==> src/usb_sched_pkg.sv <==
package usb_sched_pkg;

   // On-chip SRAM: 8 kbyte, byte addressed
   localparam int SRAM_BYTES = 8192;
   localparam int ADDR_W     = $clog2(SRAM_BYTES);

   // Frame timing
   localparam int FRAME_TIME_US = 1000;
   localparam int CLK_FREQ_KHZ  = 25000;
   localparam int FRAME_CYCLES  = FRAME_TIME_US * CLK_FREQ_KHZ / 1000;
   localparam int FRAME_CNT_W   = 16;
   localparam int PER_SLOTS     = 32;
   localparam int SLOT_W        = $clog2(PER_SLOTS);

   // Endpoint descriptor: 16 bytes, 16-byte aligned
   localparam int DESC_ALIGN_W = 4;
   localparam logic [ADDR_W-1:0] ED_OFS_CTRL = 13'h0000;
   localparam logic [ADDR_W-1:0] ED_OFS_TAIL = 13'h0004;
   localparam logic [ADDR_W-1:0] ED_OFS_HEAD = 13'h0008;
   localparam logic [ADDR_W-1:0] ED_OFS_NEXT = 13'h000C;
   localparam logic [ADDR_W-1:0] TD_OFS_NEXT = 13'h0008;

   // Communications area offsets
   localparam logic [ADDR_W-1:0] HCCA_OFS_DONE = 13'h0084;

   // Endpoint control word fields
   localparam int ED_FA_LSB  = 0;
   localparam int ED_FA_W    = 7;
   localparam int ED_EN_LSB  = 7;
   localparam int ED_EN_W    = 4;
   localparam int ED_DIR_LSB = 11;
   localparam int ED_DIR_W   = 2;
   localparam int ED_SPD_BIT = 13;
   localparam int ED_SKP_BIT = 14;
   localparam int ED_FMT_BIT = 15;
   localparam int ED_MPS_LSB = 16;
   localparam int ED_MPS_W   = 11;

   // Head pointer flag bits
   localparam int HEAD_HALT_BIT  = 0;
   localparam int HEAD_CARRY_BIT = 1;

   typedef enum logic [1:0] {
      PH_PERIODIC,
      PH_CONTROL,
      PH_BULK
   } phase_type;

   typedef enum logic [3:0] {
      ST_IDLE,
      ST_RD_PER_HEAD,
      ST_WALK,
      ST_RD_ED_CTRL,
      ST_RD_ED_TAIL,
      ST_RD_ED_HEAD,
      ST_RD_ED_NEXT,
      ST_CHECK,
      ST_RD_TD_NEXT,
      ST_XFER,
      ST_WR_ED_HEAD,
      ST_WR_TD_LINK,
      ST_WR_DONE_HEAD,
      ST_NEXT_LIST
   } state_type;

endpackage : usb_sched_pkg

==> src/usb_host_list_scheduler.sv <==
`timescale 1ns/1ps

module usb_host_list_scheduler #(
   parameter int FRAME_CYCLES = usb_sched_pkg::FRAME_CYCLES
) (
   // Clock and reset
   input  wire logic                               clk_i,
   input  wire logic                               rst_b_i,
   // List control
   input  wire logic                               run_i,
   input  wire logic                               per_enable_i,
   input  wire logic                               ctrl_enable_i,
   input  wire logic                               bulk_enable_i,
   input  wire logic [usb_sched_pkg::ADDR_W-1:0]   ctrl_head_i,
   input  wire logic [usb_sched_pkg::ADDR_W-1:0]   bulk_head_i,
   input  wire logic [usb_sched_pkg::ADDR_W-1:0]   hcca_base_i,
   // SRAM port
   output logic                                    mem_req_o,
   output logic                                    mem_we_o,
   output logic [usb_sched_pkg::ADDR_W-1:0]        mem_addr_o,
   output logic [31:0]                             mem_wdata_o,
   input  wire logic [31:0]                        mem_rdata_i,
   input  wire logic                               mem_ack_i,
   // Packet engine
   output logic                                    td_start_o,
   output logic [usb_sched_pkg::ADDR_W-1:0]        td_addr_o,
   output logic [usb_sched_pkg::ED_FA_W-1:0]       td_func_addr_o,
   output logic [usb_sched_pkg::ED_EN_W-1:0]       td_endpoint_o,
   output logic [usb_sched_pkg::ED_DIR_W-1:0]      td_dir_o,
   output logic                                    td_low_speed_o,
   output logic                                    td_iso_o,
   output logic [usb_sched_pkg::ED_MPS_W-1:0]      td_max_packet_o,
   input  wire logic                               td_done_i,
   input  wire logic                               td_halt_i,
   // Status
   output logic [usb_sched_pkg::FRAME_CNT_W-1:0]   frame_num_o,
   output logic [usb_sched_pkg::ADDR_W-1:0]        done_head_o
);

   localparam int AW = usb_sched_pkg::ADDR_W;
   localparam int DW = usb_sched_pkg::DESC_ALIGN_W;
   localparam logic [15:0] FRAME_LAST = 16'(FRAME_CYCLES - 1);

   usb_sched_pkg::state_type state_q, state_d;
   usb_sched_pkg::phase_type phase_q, phase_d;

   logic [15:0]                          div_q, div_d;
   logic [usb_sched_pkg::FRAME_CNT_W-1:0] frame_q, frame_d;
   logic                                 pend_q, pend_d;
   logic [AW-1:0]                        ed_q, ed_d;
   logic [AW-1:0]                        next_ed_q, next_ed_d;
   logic [31:0]                          ed_ctrl_q, ed_ctrl_d;
   logic [31:0]                          tail_q, tail_d;
   logic [31:0]                          head_q, head_d;
   logic [31:0]                          td_next_q, td_next_d;
   logic                                 halt_q, halt_d;
   logic [AW-1:0]                        done_q, done_d;
   logic                                 mem_req_q, mem_req_d;
   logic                                 mem_we_q, mem_we_d;
   logic [AW-1:0]                        mem_addr_q, mem_addr_d;
   logic [31:0]                          mem_wdata_q, mem_wdata_d;
   logic                                 td_start_q, td_start_d;
   logic                                 mem_state;
   logic [AW-1:0]                        head_ptr;

   function automatic logic [AW-1:0] align(input logic [31:0] p);
      align = {p[AW-1:DW], {DW{1'b0}}};
   endfunction : align

   // Head descriptor address, flag bits stripped
   assign head_ptr = align(head_q);

   always_comb
   begin
      state_d     = state_q;
      phase_d     = phase_q;
      div_d       = div_q;
      frame_d     = frame_q;
      pend_d      = pend_q;
      ed_d        = ed_q;
      next_ed_d   = next_ed_q;
      ed_ctrl_d   = ed_ctrl_q;
      tail_d      = tail_q;
      head_d      = head_q;
      td_next_d   = td_next_q;
      halt_d      = halt_q;
      done_d      = done_q;
      mem_we_d    = 1'b0;
      mem_addr_d  = mem_addr_q;
      mem_wdata_d = mem_wdata_q;
      td_start_d  = 1'b0;
      mem_state   = 1'b0;

      // 1 ms frame divider and frame counter
      if (run_i)
      begin
         if (div_q == FRAME_LAST)
         begin
            div_d   = '0;
            frame_d = frame_q + 1'b1;
            pend_d  = 1'b1;
         end
         else
         begin
            div_d = div_q + 16'h0001;
         end
      end

      unique case (state_q)
         usb_sched_pkg::ST_IDLE:
         begin
            if (pend_q && run_i)
            begin
               pend_d  = 1'b0;
               phase_d = usb_sched_pkg::PH_PERIODIC;
               if (per_enable_i)
                  state_d = usb_sched_pkg::ST_RD_PER_HEAD;
               else
                  state_d = usb_sched_pkg::ST_NEXT_LIST;
            end
         end
         usb_sched_pkg::ST_RD_PER_HEAD:
         begin
            mem_state  = 1'b1;
            // Slot chosen by the low frame bits, each slot one word
            mem_addr_d = hcca_base_i
                       + AW'({frame_q[usb_sched_pkg::SLOT_W-1:0], 2'b00});
            if (mem_ack_i)
            begin
               ed_d    = align(mem_rdata_i);
               state_d = usb_sched_pkg::ST_WALK;
            end
         end
         usb_sched_pkg::ST_WALK:
         begin
            // Periodic walk just follows links, so isochronous EDs after the 1 ms node are seen
            if (ed_q == '0)
               state_d = usb_sched_pkg::ST_NEXT_LIST;
            else if (pend_q && phase_q != usb_sched_pkg::PH_PERIODIC)
               state_d = usb_sched_pkg::ST_IDLE;
            else
               state_d = usb_sched_pkg::ST_RD_ED_CTRL;
         end
         usb_sched_pkg::ST_RD_ED_CTRL:
         begin
            mem_state  = 1'b1;
            mem_addr_d = ed_q + usb_sched_pkg::ED_OFS_CTRL;
            if (mem_ack_i)
            begin
               ed_ctrl_d = mem_rdata_i;
               state_d   = usb_sched_pkg::ST_RD_ED_TAIL;
            end
         end
         usb_sched_pkg::ST_RD_ED_TAIL:
         begin
            mem_state  = 1'b1;
            mem_addr_d = ed_q + usb_sched_pkg::ED_OFS_TAIL;
            if (mem_ack_i)
            begin
               tail_d  = mem_rdata_i;
               state_d = usb_sched_pkg::ST_RD_ED_HEAD;
            end
         end
         usb_sched_pkg::ST_RD_ED_HEAD:
         begin
            mem_state  = 1'b1;
            mem_addr_d = ed_q + usb_sched_pkg::ED_OFS_HEAD;
            if (mem_ack_i)
            begin
               head_d  = mem_rdata_i;
               state_d = usb_sched_pkg::ST_RD_ED_NEXT;
            end
         end
         usb_sched_pkg::ST_RD_ED_NEXT:
         begin
            mem_state  = 1'b1;
            mem_addr_d = ed_q + usb_sched_pkg::ED_OFS_NEXT;
            if (mem_ack_i)
            begin
               next_ed_d = align(mem_rdata_i);
               state_d   = usb_sched_pkg::ST_CHECK;
            end
         end
         usb_sched_pkg::ST_CHECK:
         begin
            if (ed_ctrl_q[usb_sched_pkg::ED_SKP_BIT] || head_q[usb_sched_pkg::HEAD_HALT_BIT]
                || align(tail_q) == head_ptr)
            begin
               ed_d    = next_ed_q;
               state_d = usb_sched_pkg::ST_WALK;
            end
            else
            begin
               state_d = usb_sched_pkg::ST_RD_TD_NEXT;
            end
         end
         usb_sched_pkg::ST_RD_TD_NEXT:
         begin
            mem_state  = 1'b1;
            mem_addr_d = head_ptr + usb_sched_pkg::TD_OFS_NEXT;
            if (mem_ack_i)
            begin
               td_next_d  = mem_rdata_i;
               td_start_d = 1'b1;
               state_d    = usb_sched_pkg::ST_XFER;
            end
         end
         usb_sched_pkg::ST_XFER:
         begin
            if (td_done_i)
            begin
               halt_d  = td_halt_i;
               state_d = usb_sched_pkg::ST_WR_ED_HEAD;
            end
         end
         usb_sched_pkg::ST_WR_ED_HEAD:
         begin
            mem_state   = 1'b1;
            mem_we_d    = 1'b1;
            mem_addr_d  = ed_q + usb_sched_pkg::ED_OFS_HEAD;
            // Link of the finished TD becomes the new queue head, carry kept
            mem_wdata_d = {td_next_q[31:DW], 2'b00,
                           head_q[usb_sched_pkg::HEAD_CARRY_BIT], halt_q};
            if (mem_ack_i)
               state_d = usb_sched_pkg::ST_WR_TD_LINK;
         end
         usb_sched_pkg::ST_WR_TD_LINK:
         begin
            mem_state   = 1'b1;
            mem_we_d    = 1'b1;
            mem_addr_d  = head_ptr + usb_sched_pkg::TD_OFS_NEXT;
            mem_wdata_d = 32'(done_q);
            if (mem_ack_i)
            begin
               done_d  = head_ptr;
               state_d = usb_sched_pkg::ST_WR_DONE_HEAD;
            end
         end
         usb_sched_pkg::ST_WR_DONE_HEAD:
         begin
            mem_state   = 1'b1;
            mem_we_d    = 1'b1;
            mem_addr_d  = hcca_base_i + usb_sched_pkg::HCCA_OFS_DONE;
            mem_wdata_d = 32'(done_q);
            if (mem_ack_i)
            begin
               ed_d    = next_ed_q;
               state_d = usb_sched_pkg::ST_WALK;
            end
         end
         usb_sched_pkg::ST_NEXT_LIST:
         begin
            unique case (phase_q)
               usb_sched_pkg::PH_PERIODIC:
               begin
                  phase_d = usb_sched_pkg::PH_CONTROL;
                  ed_d    = ctrl_enable_i ? align(32'(ctrl_head_i)) : '0;
                  state_d = usb_sched_pkg::ST_WALK;
               end
               usb_sched_pkg::PH_CONTROL:
               begin
                  phase_d = usb_sched_pkg::PH_BULK;
                  ed_d    = bulk_enable_i ? align(32'(bulk_head_i)) : '0;
                  state_d = usb_sched_pkg::ST_WALK;
               end
               default:
               begin
                  state_d = usb_sched_pkg::ST_IDLE;
               end
            endcase
         end
      endcase

      // Request held until acknowledged, dropped the cycle after the ack
      mem_req_d = mem_state && !mem_ack_i;
      if (!mem_state)
         mem_we_d = 1'b0;
   end

   always_ff @(posedge clk_i)
   begin
      if (!rst_b_i)
      begin
         state_q     <= usb_sched_pkg::ST_IDLE;
         phase_q     <= usb_sched_pkg::PH_PERIODIC;
         div_q       <= '0;
         frame_q     <= '0;
         pend_q      <= 1'b0;
         ed_q        <= '0;
         next_ed_q   <= '0;
         ed_ctrl_q   <= '0;
         tail_q      <= '0;
         head_q      <= '0;
         td_next_q   <= '0;
         halt_q      <= 1'b0;
         done_q      <= '0;
         mem_req_q   <= 1'b0;
         mem_we_q    <= 1'b0;
         mem_addr_q  <= '0;
         mem_wdata_q <= '0;
         td_start_q  <= 1'b0;
      end
      else
      begin
         state_q     <= state_d;
         phase_q     <= phase_d;
         div_q       <= div_d;
         frame_q     <= frame_d;
         pend_q      <= pend_d;
         ed_q        <= ed_d;
         next_ed_q   <= next_ed_d;
         ed_ctrl_q   <= ed_ctrl_d;
         tail_q      <= tail_d;
         head_q      <= head_d;
         td_next_q   <= td_next_d;
         halt_q      <= halt_d;
         done_q      <= done_d;
         mem_req_q   <= mem_req_d;
         mem_we_q    <= mem_we_d;
         mem_addr_q  <= mem_addr_d;
         mem_wdata_q <= mem_wdata_d;
         td_start_q  <= td_start_d;
      end
   end

   assign mem_req_o       = mem_req_q;
   assign mem_we_o        = mem_we_q;
   assign mem_addr_o      = mem_addr_q;
   assign mem_wdata_o     = mem_wdata_q;
   assign td_start_o      = td_start_q;
   assign td_addr_o       = head_ptr;
   assign td_func_addr_o  = ed_ctrl_q[usb_sched_pkg::ED_FA_LSB +: usb_sched_pkg::ED_FA_W];
   assign td_endpoint_o   = ed_ctrl_q[usb_sched_pkg::ED_EN_LSB +: usb_sched_pkg::ED_EN_W];
   assign td_dir_o        = ed_ctrl_q[usb_sched_pkg::ED_DIR_LSB +: usb_sched_pkg::ED_DIR_W];
   assign td_low_speed_o  = ed_ctrl_q[usb_sched_pkg::ED_SPD_BIT];
   assign td_iso_o        = ed_ctrl_q[usb_sched_pkg::ED_FMT_BIT];
   assign td_max_packet_o = ed_ctrl_q[usb_sched_pkg::ED_MPS_LSB +: usb_sched_pkg::ED_MPS_W];
   assign frame_num_o     = frame_q;
   assign done_head_o     = done_q;

endmodule : usb_host_list_scheduler

==> config.mk <==
export PLATFORM = sky130hd
export DESIGN_NAME = usb_host_list_scheduler
export DESIGN_NICKNAME = d
export VERILOG_FILES = /design/src/usb_sched_pkg.sv /design/src/usb_host_list_scheduler.sv
export SDC_FILE = /design/constraint.sdc
export NUM_CORES = 1
export LEC_CHECK = 0
export ABC_CLOCK_PERIOD_IN_PS = 3850
export BUFFER_PORTS_ARGS = -buffer_cell sky130_fd_sc_hd__buf_2
export CORE_ASPECT_RATIO = 0.75
export CORE_UTILIZATION = 55
export DETAILED_ROUTE_END_ITERATION = 12
export PLACE_DENSITY = 0.89
export SYNTH_ARGS = -nofsm -noshare
export SYNTH_HDL_FRONTEND = slang
export SYNTH_SLANG_ARGS = --single-unit
==> constraint.sdc <==
create_clock -name clk_i -period 3.85 [get_ports clk_i]
set_input_delay 0.77 -clock clk_i [delete_from_list [all_inputs] [get_ports clk_i]]
set_output_delay 0.77 -clock clk_i [all_outputs]
set_load 0.05 [all_outputs]
Word level (Yosys, flattened, before mapping)
Cells that the tools add are included.
{ "op_classes": {"n_addsub": 8, "n_reduce_logical": 34, "muxes": 36, "eq_ne": 30} }
{ "op_table": {"columns": ["op", "count"], "rows": [
  ["one-hot mux 13 bit (7 select lines)", 1],
  ["two-way mux 13 bit", 5],
  ["one-hot mux 32 bit (2 select lines)", 1],
  ["two-way mux 4 bit", 13],
  ["one-hot mux 13 bit (4 select lines)", 1],
  ["one-hot mux 4 bit (13 select lines)", 1],
  ["adder 13 x 4 -> 13 bit, second input constant", 3],
  ["adder 16 x 1 -> 16 bit, second input constant", 2],
  ["one-hot mux 13 bit (2 select lines)", 1],
  ["equality test 4 bit, second input constant", 6],
  ["inequality test 2 bit, second input constant", 12],
  ["AND reduction 2 bit", 10],
  ["equality test 16 x 15 -> 1 bit, second input constant", 1],
  ["equality test 4 x 3 -> 1 bit, second input constant", 4],
  ["two-way mux 16 bit", 1],
  ["adder 13 x 3 -> 13 bit, second input constant", 1],
  ["adder 13 x 7 -> 13 bit", 1],
  ["adder 13 x 8 -> 13 bit, second input constant", 1],
  ["zero test 13 bit", 1],
  ["AND reduction 10 bit", 1],
  ["OR reduction 2 bit", 5],
  ["equality test 9 bit", 1],
  ["OR reduction 9 bit", 1],
  ["equality test 4 x 2 -> 1 bit, second input constant", 2],
  ["other kinds (18)", 32]
]} }
{ "word_totals": {"out_inout_bits": 116, "ff_bits": 204, "wordCells": 126} }

Depth between registers and ports, before layout
Gate-level depths: netlist of the first run.
{ "logic_depth": {"ltp_word": 5, "depth_mapped": 13} }

Least setup slack after synthesis of the first run
OpenSTA, ideal clock, no wires.
{ "synth_timing": {"kind": "reg-to-reg", "start": "register state_q[0]", "end": "register mem_addr_q[12], in the netlist mem_addr_o[12]", "path_slack_ns": 0.856, "arrival_time_ns": 2.876, "stages_incl_launch_ff": 13, "required_time_ns": 3.732, "cell_sequence": "dfxtp_1 clkbuf_1 clkbuf_1 buf_1 nor3_1 or2_2 ha_1 fa_1 a211oi_1 o21ai_1 or4bb_1 xor2_1 o2bb2ai_1"} }
{ "synth_via": {"elab_chain_len": 3, "word_cells_on_any_way": 13, "cone_classes": "eq/ne (9); mux (1); reduce/logical (3)"} }
{ "synth_rtl": {"columns": ["item", "line_no", "source"], "rows": [
  ["start: declaration", "usb_host_list_scheduler.sv:44", "usb_sched_pkg::state_type state_q, state_d;"],
  ["start signal: assignment", "usb_host_list_scheduler.sv:284", "state_q <= usb_sched_pkg::ST_IDLE;"],
  ["start signal: assignment", "usb_host_list_scheduler.sv:305", "state_q <= state_d;"],
  ["equality test 4 bit / equality test 4 x 3 -> 1 bit (equally long branches)", "usb_host_list_scheduler.sv:109", "unique case (state_q)"],
  ["OR reduction 2 bit (no source line)", null, null],
  ["one-hot mux 13 bit (7 select lines) / nonzero test 7 bit (equally long branches)", null, null],
  ["end signal: assignment", "usb_host_list_scheduler.sv:320", "mem_addr_q <= mem_addr_d;"],
  ["end: declaration", "usb_host_list_scheduler.sv:60", "logic [AW-1:0] mem_addr_q, mem_addr_d;"]
]} }
Parallel ways exist; a longest one is shown, timed or not.
A chain may end at the register's enable or synchronous reset.

Worst setup path in the final report of the first run
{ "layout_timing": {"start": "register state_q[1]", "end": "register mem_wdata_q[13], in the netlist mem_wdata_o[13]"} }
{ "layout_via": {"elab_chain_len": 3, "word_cells_on_any_way": 6, "cone_classes": "eq/ne (3); mux (1); reduce/logical (2)"} }
{ "layout_rtl": {"columns": ["item", "line_no", "source"], "rows": [
  ["equality test 4 bit", "usb_host_list_scheduler.sv:109", null],
  ["OR reduction 2 bit (no source line)", null, null],
  ["one-hot mux 32 bit (2 select lines) / nonzero test 2 bit (equally long branches)", null, null],
  ["end signal: assignment", "usb_host_list_scheduler.sv:321", "mem_wdata_q <= mem_wdata_d;"],
  ["end: declaration", "usb_host_list_scheduler.sv:61", "logic [31:0] mem_wdata_q, mem_wdata_d;"]
]} }
Parallel ways exist; a longest one is shown, timed or not. The select of a mux whose other input is x is not followed.

==> run_results.csv, run 1 <==
group,metric,value,unit
synthesis,syn_area_per_cell,8.01,um^2
die,dieWidth,150,um
sta,min_period,2.97,ns
clocking,clk_latency,0.44,ns
clocking,clk_path_buf_depth,2,
cells_and_area,drive_above_1_share,19.4,%
synthesis,yosysTopAreaCell,"dfxtp_1",
global_route,grt_pass1_vias,7740,
clocking,holdBufCountCts,0,
global_route,grt_usage,29.0,%
cells_and_area,final_nets,1320,
drt,wl,24500,um
sta,period_share,77.3,%
die,initial_core_util,56.4,%
critical_path,crit_type,"reg -> reg",
power_and_ir_drop,p_per_area,557,nW/um^2
synthesis,yosys_warnings,0,
global_route,grt_max_degree,56,
power_and_ir_drop,leakagePower,0.00435,uW
drt,dr.first_iter.drc_count,774,
synthesis,synth-main-ff-cell,"dfxtp_1",
cells_and_area,num_antenna_cells,0,
drt,wl_per_cell,16.8,um
die,die_h,113,um
die,coreArea,16100,um^2
sta,finalHoldViolations,0,
global_route,grt_overflow,0,
place,dp.cells,1422,
sta,hold_slack,0.452,ns
synthesis,synth-edff-count,0,
global_route,antenna_found_initial,0,
job,maxCapViolCount,0,
sta,slew_viol_final,0,
drt,firstDrtPassIters,5,
sta,relSlewSlack,32.6,%
die,pin_count,196,
die,rows,40,
cells_and_area,fill_cells,1349,
critical_path,worst_setup_path_end_kind,"flop",
critical_path,crit_path_top_delay_cell,"nand2_1",
clocking,cts_made_buffers,17,
clocking,cts_post_setup_buffers_inserted,0,
cells_and_area,final_common_cell,"nand2_1",
clocking,cts.sinks,188,
hold_path,hold_path.class,"reg -> reg",
critical_path,path_cells,"buf_4, nand2b_1, o2bb2ai_1, nand2_1, nand2_1, a21oi_1",
place,place_congestion,0.885,
critical_path,start_kind,"flop",
clocking,htree_levels,4,
drt,vias,8574,
status,status,"finished, final reports clean",
critical_path,slowest_delay,0.63,ns
global_route,grt_pass1_wl,38900,um
critical_path,worst-path-max-fanout,55,
clocking,cts-root-buf,"clkbuf_16",
critical_path,crit_top_cell,"nand2_1",
synthesis,yosys_register_bits,188,
clocking,clk_pin_slew,0.07,ns
place,place.port_buffers,177,
power_and_ir_drop,peakVddDrop,0.323,mV
cells_and_area,layout_common_cells,"nand2_1, dfxtp_1, buf_2",
die,dieArea,17000,um^2
clocking,cts_resized,0,
sta,tightestPinTransition,1.01,ns
drt,vias_per_cell,5.90,
drt,postRouteAntennaNets,0,
sta,setup_viol,0,
cells_and_area,design_area,10400,um^2
cells_and_area,stdcell_count,1454,
synthesis,synthDistinctLibCells,58,
critical_path,cp.required,4.18,ns
cells_and_area,syn_to_final_growth,14.7,%
sta,rsz0062_at_grt,"no",
place,dp_hpwl,16800,um
sta,fin_setup_tns,0,ns
sta,finClkSkew,0.0147,ns
place,place_area,9770,um^2
synthesis,synth.area.top_cells,"dfxtp_1, nand2_1, a21oi_1",
synthesis,synthCells,1130,
synthesis,ys_seq_area_share,41.6,%
drt,drc,0,
synthesis,netlist.area_leader.share,41.6,%
critical_path,worst_ep_arrival_time,3.31,ns
clocking,cts_tree,"done",
sta,timing.fmax,0.336,GHz
synthesis,syn-cell-area,9050,um^2
synthesis,async_flop_share,0,%
cell families after synthesis:
group | after synthesis | share of synthesized area [%]
AOI/OAI and AO/OA | 258 | 17.9
other | 1 | 0.0414
DFF | 188 | 41.6
xor gates and xnor gates | 39 | 3.77
adders and majority gates | 9 | 1.33
buffers and inverters | 131 | 7.28
muxes | 45 | 4.99
and+or+nand+nor | 459 | 23.1
critical path, delay by kind of cell, from the launching register on:
kind                   cells  cell delay, ns
AO/OA/AOI/OAI              2            0.50
buffers and inverters      1            0.43
flip-flops                 1            0.32
AND/OR/NAND/NOR            3            1.61
registers in the layout, summed over array words and instances (netlist names), 11 cells and up:
name and flops:
ed_ctrl_q 27, frame_num_o 16, head_q 11, mem_wdata_o 30, mem_addr_o 13, div_q 16, td_next_q 28
metal layers:
layer	vias up	track usage [%]	share of wire (%)
met5	-	0	0
met2	377	44.9	46
met3	41	6.05	8.0
met1	4053	40.1	44
met4	0	9.43	2.0
li1	4103	-	-
power by group:
part / internal, uW / switching, uW / total, uW
sequential: 2100 / 109 / 2210
combinational: 562 / 1190 / 1750
clock: 1000 / 820 / 1820
total: 3670 / 2120 / 5790
per-stage QoR:
stage | util [%] | setup slack [ns] | total power, uW
CTS | 64.7 | 0.954 | 5770
detailed placement | 60.8 | 0.979 | 3970
global placement | 60.8 | 1.05 | 3920
global route | 64.7 | 0.626 | 6060
finish | 64.7 | 0.875 | 5790
floorplan | - | 0.856 | 3560
cells in the mapped netlist, types with 14 or more instances:
cell type	instances
clkbuf_1	67
nor4_1	17
nand2b_1	14
o21a_1	26
a21oi_1	95
nand3_1	21
nor2_1	105
dfxtp_1	188
xor2_1	28
buf_4	43
o21ai_0	37
mux2i_1	44
nand4_1	14
nand2_1	225
final timing paths:
path                                    from              end  slack (ns)  depth (start not counted)
worst min-delay path            ed_ctrl_q[8]     ed_ctrl_q[8]        0.45                          2
worst max-delay path              state_q[1]  mem_wdata_o[13]        0.88                          6
worst max register to register    state_q[1]  mem_wdata_o[13]        0.88                          6
worst min register to register  ed_ctrl_q[8]     ed_ctrl_q[8]        0.45                          2
cell type report:
cell class | count | area [um^2] | share of cell area [%]
Inverter | 7 | 28.8 | 0.277
Timing Repair Buffer | 197 | 1040 | 9.97
Sequential cell | 188 | 3760 | 36.2
Multi-Input combinational cell | 820 | 4680 | 45.1
Tap cell | 210 | 263 | 2.53
Clock buffer | 18 | 439 | 4.23
Clock inverter | 14 | 176 | 1.70
(Power assumes the default switching activity.)
==> run 2: changes to the inputs <==
--- a/config.mk
+++ b/config.mk
@@ -5,12 +5,13 @@
 export SDC_FILE = /design/constraint.sdc
 export NUM_CORES = 1
 export LEC_CHECK = 0
-export ABC_CLOCK_PERIOD_IN_PS = 3850
+export ABC_AREA = 1
+export ABC_CLOCK_PERIOD_IN_PS = 2900
 export BUFFER_PORTS_ARGS = -buffer_cell sky130_fd_sc_hd__buf_2
 export CORE_ASPECT_RATIO = 0.75
-export CORE_UTILIZATION = 55
+export CORE_UTILIZATION = 54
 export DETAILED_ROUTE_END_ITERATION = 12
-export PLACE_DENSITY = 0.89
+export PLACE_DENSITY = 0.88
 export SYNTH_ARGS = -nofsm -noshare
 export SYNTH_HDL_FRONTEND = slang
 export SYNTH_SLANG_ARGS = --single-unit
==> constraint.sdc (replaced) <==
create_clock -name clk_i -period 2.9 [get_ports clk_i]
set_input_delay 0.58 -clock clk_i [delete_from_list [all_inputs] [get_ports clk_i]]
set_output_delay 0.58 -clock clk_i [all_outputs]
set_load 0.05 [all_outputs]
==> run 2 against run 1 <==
Net effect: cell area fell by 2.9%; hold slack got worse by 0.068 ns; highest routed layer unchanged; synthesized cell count rose by 10%; largest power group unchanged.
==> run_results.csv, run 2 <==
group,metric,value,unit
status,status,"finished, final reports clean",
cells_and_area,syn_to_final_growth,15.0,%
sta,timing.fmax,0.438,GHz
clocking,cts_post_setup_buffers_inserted,0,
clocking,clk_pin_slew,0.07,ns
job,maxCapViolCount,0,
clocking,holdBufCountCts,0,
synthesis,yosysTopAreaCell,"dfxtp_1",
global_route,antenna_found_initial,0,
clocking,htree_levels,4,
clocking,cts-root-buf,"clkbuf_16",
synthesis,ys_top_cells_by_count,"nand2_1, dfxtp_1, nor2_1",
clocking,clk_latency,0.43,ns
clocking,cts_tree,"done",
sta,period_share,78.7,%
die,initial_core_util,56.4,%
drt,firstDrtPassIters,5,
die,rows,39,
drt,wl_per_cell,15.1,um
clocking,clk_path_buf_depth,2,
power_and_ir_drop,leakagePower,0.00444,uW
synthesis,synthDistinctLibCells,41,
sta,setup_viol,0,
cells_and_area,final_common_cell,"nand2_1",
global_route,grt_pass1_vias,7823,
die,coreArea,15600,um^2
critical_path,path_cells,"inv_1, nand2_2, nor2_8, nor2_1, ha_1, a21oi_1, o211ai_1, nand2_1, nand2_1, nand3_1, a21oi_1",
place,dp_hpwl,17000,um
drt,dr.first_iter.drc_count,870,
critical_path,cp.required,3.26,ns
cells_and_area,num_antenna_cells,0,
critical_path,start_kind,"flop",
synthesis,yosys_register_bits,188,
synthesis,ys_seq_area_share,42.9,%
synthesis,synth.area.top_cells,"dfxtp_1, nand2_1, a21oi_1",
clocking,cts_made_buffers,17,
critical_path,worst_setup_path_end_kind,"flop",
clocking,cts_resized,0,
sta,rsz0062_at_grt,"no",
cells_and_area,layout_common_cells,"nand2_1, dfxtp_1, buf_2",
power_and_ir_drop,p_per_area,709,nW/um^2
die,pin_count,196,
drt,drc,0,
global_route,grt_overflow,0,
synthesis,synthCells,1248,
cells_and_area,largest_reg_flops,30,
synthesis,synth-main-ff-cell,"dfxtp_1",
synthesis,synth-edff-count,0,
drt,vias_per_cell,5.49,
synthesis,yosys_warnings,0,
critical_path,slowest_delay,0.38,ns
power_and_ir_drop,peakVddDrop,0.378,mV
cells_and_area,final_nets,1459,
critical_path,crit_path_top_delay_cell,"ha_1",
clocking,cts.sinks,188,
synthesis,async_flop_share,0,%
global_route,grt_max_degree,100,
critical_path,crit_buf_inv,1,
die,dieArea,16800,um^2
place,place_congestion,0.929,
die,dieWidth,149,um
sta,finClkSkew,0.0106,ns
die,die_h,112,um
sta,finalHoldViolations,0,
sta,min_period,2.28,ns
synthesis,syn-cell-area,8780,um^2
drt,postRouteAntennaNets,0,
sta,slew_viol_final,0,
global_route,grt_usage,28.9,%
synthesis,netlist.area_leader.share,42.9,%
hold_path,hold_path.class,"in -> reg",
cells_and_area,final_core_util,64.8,%
critical_path,crit_family,"simple AND/OR/NAND/NOR gates",
power_and_ir_drop,power.total,7160,uW
critical_path,crit_type,"reg -> reg",
drt,vias,8712,
drt,wl,23900,um
sta,relSlewSlack,40.5,%
synthesis,syn_area_per_cell,7.03,um^2
global_route,grt_pass1_wl,38500,um
critical_path,worst-path-max-fanout,8,
synthesis,yosys.cell_count.top_type,"nand2_1",
critical_path,worst_ep_arrival_time,2.64,ns
sta,fin_setup_tns,0,ns
place,place.port_buffers,177,
sta,tightestPinTransition,0.891,ns
cells_and_area,drive_above_1_share,17.7,%
run 2: cells by family after synthesis:
kind of cell / share of synthesized area, %
and+or+nand+nor: 26.6
AOI/OAI and AO/OA: 16.1
buffers and inverters: 10.9
DFF: 42.9
xor gates and xnor gates: 2.20
adders and majority gates: 1.37
other: 0.0427
run 2: area by class of cell:
| type | count | area [um^2] |
|---|---|---|
| timing repair buffer | 183 | 943 |
| clock inverter | 9 | 110 |
| multi-input combinational | 860 | 4100 |
| fill | 1354 | 5480 |
| tap | 205 | 256 |
| sequential | 188 | 3760 |
| clock buffer | 22 | 464 |
| inverter | 120 | 450 |
run 2: power by group:
| group | total (uW) | switching (uW) | internal [uW] |
|---|---|---|---|
| Sequential | 3010 | 168 | 2840 |
| Clock | 2290 | 972 | 1320 |
| Combinational | 1860 | 1350 | 512 |
| Total | 7160 | 2490 | 4670 |
run 2: per-stage QoR:
step | hold slack, ns | setup slack (ns) | instance area [um^2] | cells
floorplan | 0.424 | 0.933 | 8810 | 1257
global placement | 0.429 | 0.611 | 9520 | 1556
detailed placement | 0.436 | 0.557 | 9520 | 1556
CTS | 0.369 | 0.663 | 10100 | 1587
global route | 0.373 | 0.384 | 10100 | 1587
finish | 0.383 | 0.617 | 10100 | 1587
run 2: routing by layer:
| metal | track usage (%) | wire (um) |
|---|---|---|
| met1 | 41.0 | 10600 |
| met2 | 43.9 | 10600 |
| met3 | 6.02 | 2300 |
| met4 | 9.05 | 454 |
| met5 | 0 | 0 |
run 2: worst reg2reg max path, cell delays in order (launching register included):
cell	delay, ns
dfxtp_1	0.35
inv_1	0.18
nand2_2	0.17
nor2_8	0.21
nor2_1	0.07
ha_1	0.38
a21oi_1	0.11
o211ai_1	0.37
nand2_1	0.09
nand2_1	0.08
nand3_1	0.06
a21oi_1	0.14
run 2: final timing paths:
path / start / to / slack [ns] / depth (start not counted)
hold / removal: mem_rdata_i[30] / td_next_q[30] / 0.38 / 3
setup / recovery: state_q[0] / mem_addr_o[12] / 0.62 / 11
hold reg to reg: ed_ctrl_q[2] / ed_ctrl_q[2] / 0.44 / 2
setup reg to reg: state_q[0] / mem_addr_o[12] / 0.62 / 11
==> run 3: changes to the inputs <==
--- a/config.mk
+++ b/config.mk
@@ -6,12 +6,12 @@
 export NUM_CORES = 1
 export LEC_CHECK = 0
 export ABC_AREA = 1
-export ABC_CLOCK_PERIOD_IN_PS = 2900
+export ABC_CLOCK_PERIOD_IN_PS = 2000
 export BUFFER_PORTS_ARGS = -buffer_cell sky130_fd_sc_hd__buf_2
 export CORE_ASPECT_RATIO = 0.75
-export CORE_UTILIZATION = 54
+export CORE_UTILIZATION = 49
 export DETAILED_ROUTE_END_ITERATION = 12
-export PLACE_DENSITY = 0.88
+export PLACE_DENSITY = 0.84
 export SYNTH_ARGS = -nofsm -noshare
 export SYNTH_HDL_FRONTEND = slang
 export SYNTH_SLANG_ARGS = --single-unit
==> constraint.sdc (replaced) <==
create_clock -name clk_i -period 2 [get_ports clk_i]
set_input_delay 0.4 -clock clk_i [delete_from_list [all_inputs] [get_ports clk_i]]
set_output_delay 0.4 -clock clk_i [all_outputs]
set_load 0.05 [all_outputs]
==> run 3 against run 2 <==
Net effect: the flow now finishes with violations (negative setup slack); worst setup slack lost 0.63 ns; sequential power grew 45%; utilization shrank 3.2 points; via count shrank 0.73%; die area grew 10%; maximum frequency grew 13%; clock-buffer cell count is the same; routed wire length grew 2.7%.
==> run_results.csv, run 3 (synthesis results as in run 2) <==
group,metric,value,unit
hold_path,min_to,"td_next_q[30]",
critical_path,crit_family,"compound AO/OA/AOI/OAI gates",
power_and_ir_drop,p_sw_share,34.8,%
critical_path,crit_path_top_delay_cell,"dfxtp_2",
cells_and_area,syn_to_final_growth,20.7,%
critical_path,r2r-start,"state_q[3]",
place,pre_cts_ws,-0.0240,ns
sta,period_share,101,%
die,dieWidth,157,um
cells_and_area,final_nets,1495,
critical_path,path_cells,"nand2_2, buf_12, nor2_8, ha_1, a21oi_1, o211ai_1, buf_4, o21ai_1, a21oi_1",
critical_path,worst_setup_path_end_kind,"flop",
critical_path,rrSetupSlack,-0.02,ns
critical_path,startpoint,"state_q[3]",
hold_path,hold_start,"mem_rdata_i[30]",
die,coreArea,17200,um^2
global_route,antenna_found_initial,0,
critical_path,crit_top_cell,"a21oi_1",
sta,slew_viol_final,0,
power_and_ir_drop,leakagePower,0.00467,uW
die,die_h,118,um
drt,drc,0,
sta,min_period,2.02,ns
sta,relSlewSlack,51.2,%
clocking,cts.sinks,188,
drt,firstDrtPassIters,5,
status,violations,"negative setup slack",
hold_path,hold_path_depth,3,
critical_path,worst_ep_arrival_time,2.32,ns
place,dp_hpwl,17700,um
critical_path,start_kind,"flop",
die,initial_core_util,51.1,%
cells_and_area,final_common_cell,"nand2_1",
drt,dr.first_iter.drc_count,794,
job,maxCapViolCount,0,
critical_path,reg2reg_to,"mem_addr_o[8]",
sta,hold_slack,0.202,ns
clocking,clk_pin_slew,0.07,ns
clocking,cts_tree,"done",
global_route,grt_usage,26.6,%
sta,finClkSkew,0.00893,ns
critical_path,crit_buf_inv,2,
power_and_ir_drop,peakVddDrop,0.648,mV
drt,vias_per_cell,5.23,
power_and_ir_drop,seqPwrFrac,40.0,%
clocking,cts-root-buf,"clkbuf_16",
cells_and_area,layout_common_cells,"nand2_1, dfxtp_1, buf_2",
clocking,clk_latency,0.43,ns
power_and_ir_drop,p_clk_share,33.5,%
place,place_congestion,0.930,
critical_path,cp.required,2.31,ns
cells_and_area,drive_above_1_share,22.0,%
global_route,grt_pass1_wl,38900,um
cells_and_area,largest_reg_flops,30,
status,status,"finished with violations",
critical_path,worst-path-max-fanout,6,
power_and_ir_drop,p_switching,3790,uW
clocking,clk_path_buf_depth,2,
die,dieArea,18500,um^2
power_and_ir_drop,p_per_area,1030,nW/um^2
global_route,grt_pass1_vias,7597,
sta,fin_ws,-0.0157,ns
cells_and_area,num_antenna_cells,0,
drt,wl,24600,um
critical_path,rr_worst_depth,9,
sta,tightestPinTransition,0.731,ns
global_route,grt_max_degree,101,
drt,postRouteAntennaNets,0,
sta,rsz0062_at_grt,"yes",
clocking,htree_levels,4,
clocking,cts_made_buffers,17,
die,rows,41,
place,place.port_buffers,177,
power_and_ir_drop,power.total,10900,uW
sta,timing.fmax,0.496,GHz
hold_path,hold_path.class,"in -> reg",
drt,vias,8648,
sta,setup_viol,1,
die,pin_count,196,
power_and_ir_drop,p_int,7110,uW
global_route,grt_overflow,0,
sta,finalHoldViolations,0,
drt,wl_per_cell,14.8,um
critical_path,slowest_delay,0.34,ns
power_and_ir_drop,p_comb_share,26.5,%
critical_path,crit_type,"reg -> reg",
## run 3: cell count changes in the layout (fill, tap and decap cells not counted), moves of 4 or more
cell,before,now
buf_4,5,37
dfxtp_1,188,184
dfxtp_2,0,4
inv_1,111,106
inv_2,8,13
nand2_1,255,251
nand2_2,7,11
nor2_1,163,156
nor2_2,7,14
## run 3: power groups by stage
stage          registers [uW]  clock network, uW  logic (uW)
2_1_floorplan            4710                  0        1800
4_1_cts                  4350               3680        2790
6_report                 4360               3650        2880
5_1_grt                  4400               3830        3150
3_3_place_gp             4410                  0        2740
3_5_place_dp             4420                  0        2770
## run 3: per-layer routing
metal	global-route usage [%]	vias to the layer above	share of wire, %
li1	-	4320	-
met1	39.2	3929	47
met4	5.94	0	1.3
met2	38.9	370	42
met3	6.22	29	8.9
met5	0	-	0
## run 3: final cells by class
class	instances	area (um^2)
Timing Repair Buffer	218	1230
Inverter	120	450
Clock inverter	10	154
Clock buffer	22	484
Multi-Input combinational cell	861	4220
Fill cell	1535	6590
Sequential cell	188	3770
Tap cell	236	295
## run 3: worst reg2reg max path: stages (launching register included)
cell	delay [ns]
dfxtp_2	0.34
nand2_2	0.08
buf_12	0.13
nor2_8	0.14
ha_1	0.30
a21oi_1	0.25
o211ai_1	0.25
buf_4	0.20
o21ai_1	0.11
a21oi_1	0.07
## run 3: what timing repair did
action | CTS | global route
cloned | 0 | 1
pin swaps | 2 | 18
hold endpoints to repair | 0 | 0
setup buffers | 2 | 4
hold buffers | 0 | 0
gates resized for setup | 2 | 35
setup endpoints to repair | 4 | 34
## run 3: per-stage QoR
| step | utilization [%] | cells | setup TNS [ns] | cell area, um^2 |
|---|---|---|---|---|
| finish | 61.7 | 1655 | -0.0157 | 10600 |
| global route | 61.7 | 1655 | -0.437 | 10600 |
| CTS | 60.8 | 1650 | 0 | 10400 |
| detailed placement | 56.9 | 1616 | -0.0499 | 9790 |
| global placement | 56.9 | 1616 | 0 | 9790 |
| floorplan | - | 1257 | 0 | 8810 |
## run 3: worst max-delay path by stage
stage	end	slack (ns)	cells past startpoint
6_report	mem_addr_o[8]	-0.02	9
4_1_cts	mem_addr_o[12]	0.007	11
3_3_place_gp	mem_addr_o[8]	0.01	10
3_5_place_dp	mem_addr_o[12]	-0.02	13
5_1_grt	mem_addr_o[12]	-0.12	11
2_1_floorplan	mem_addr_o[8]	0.03	9
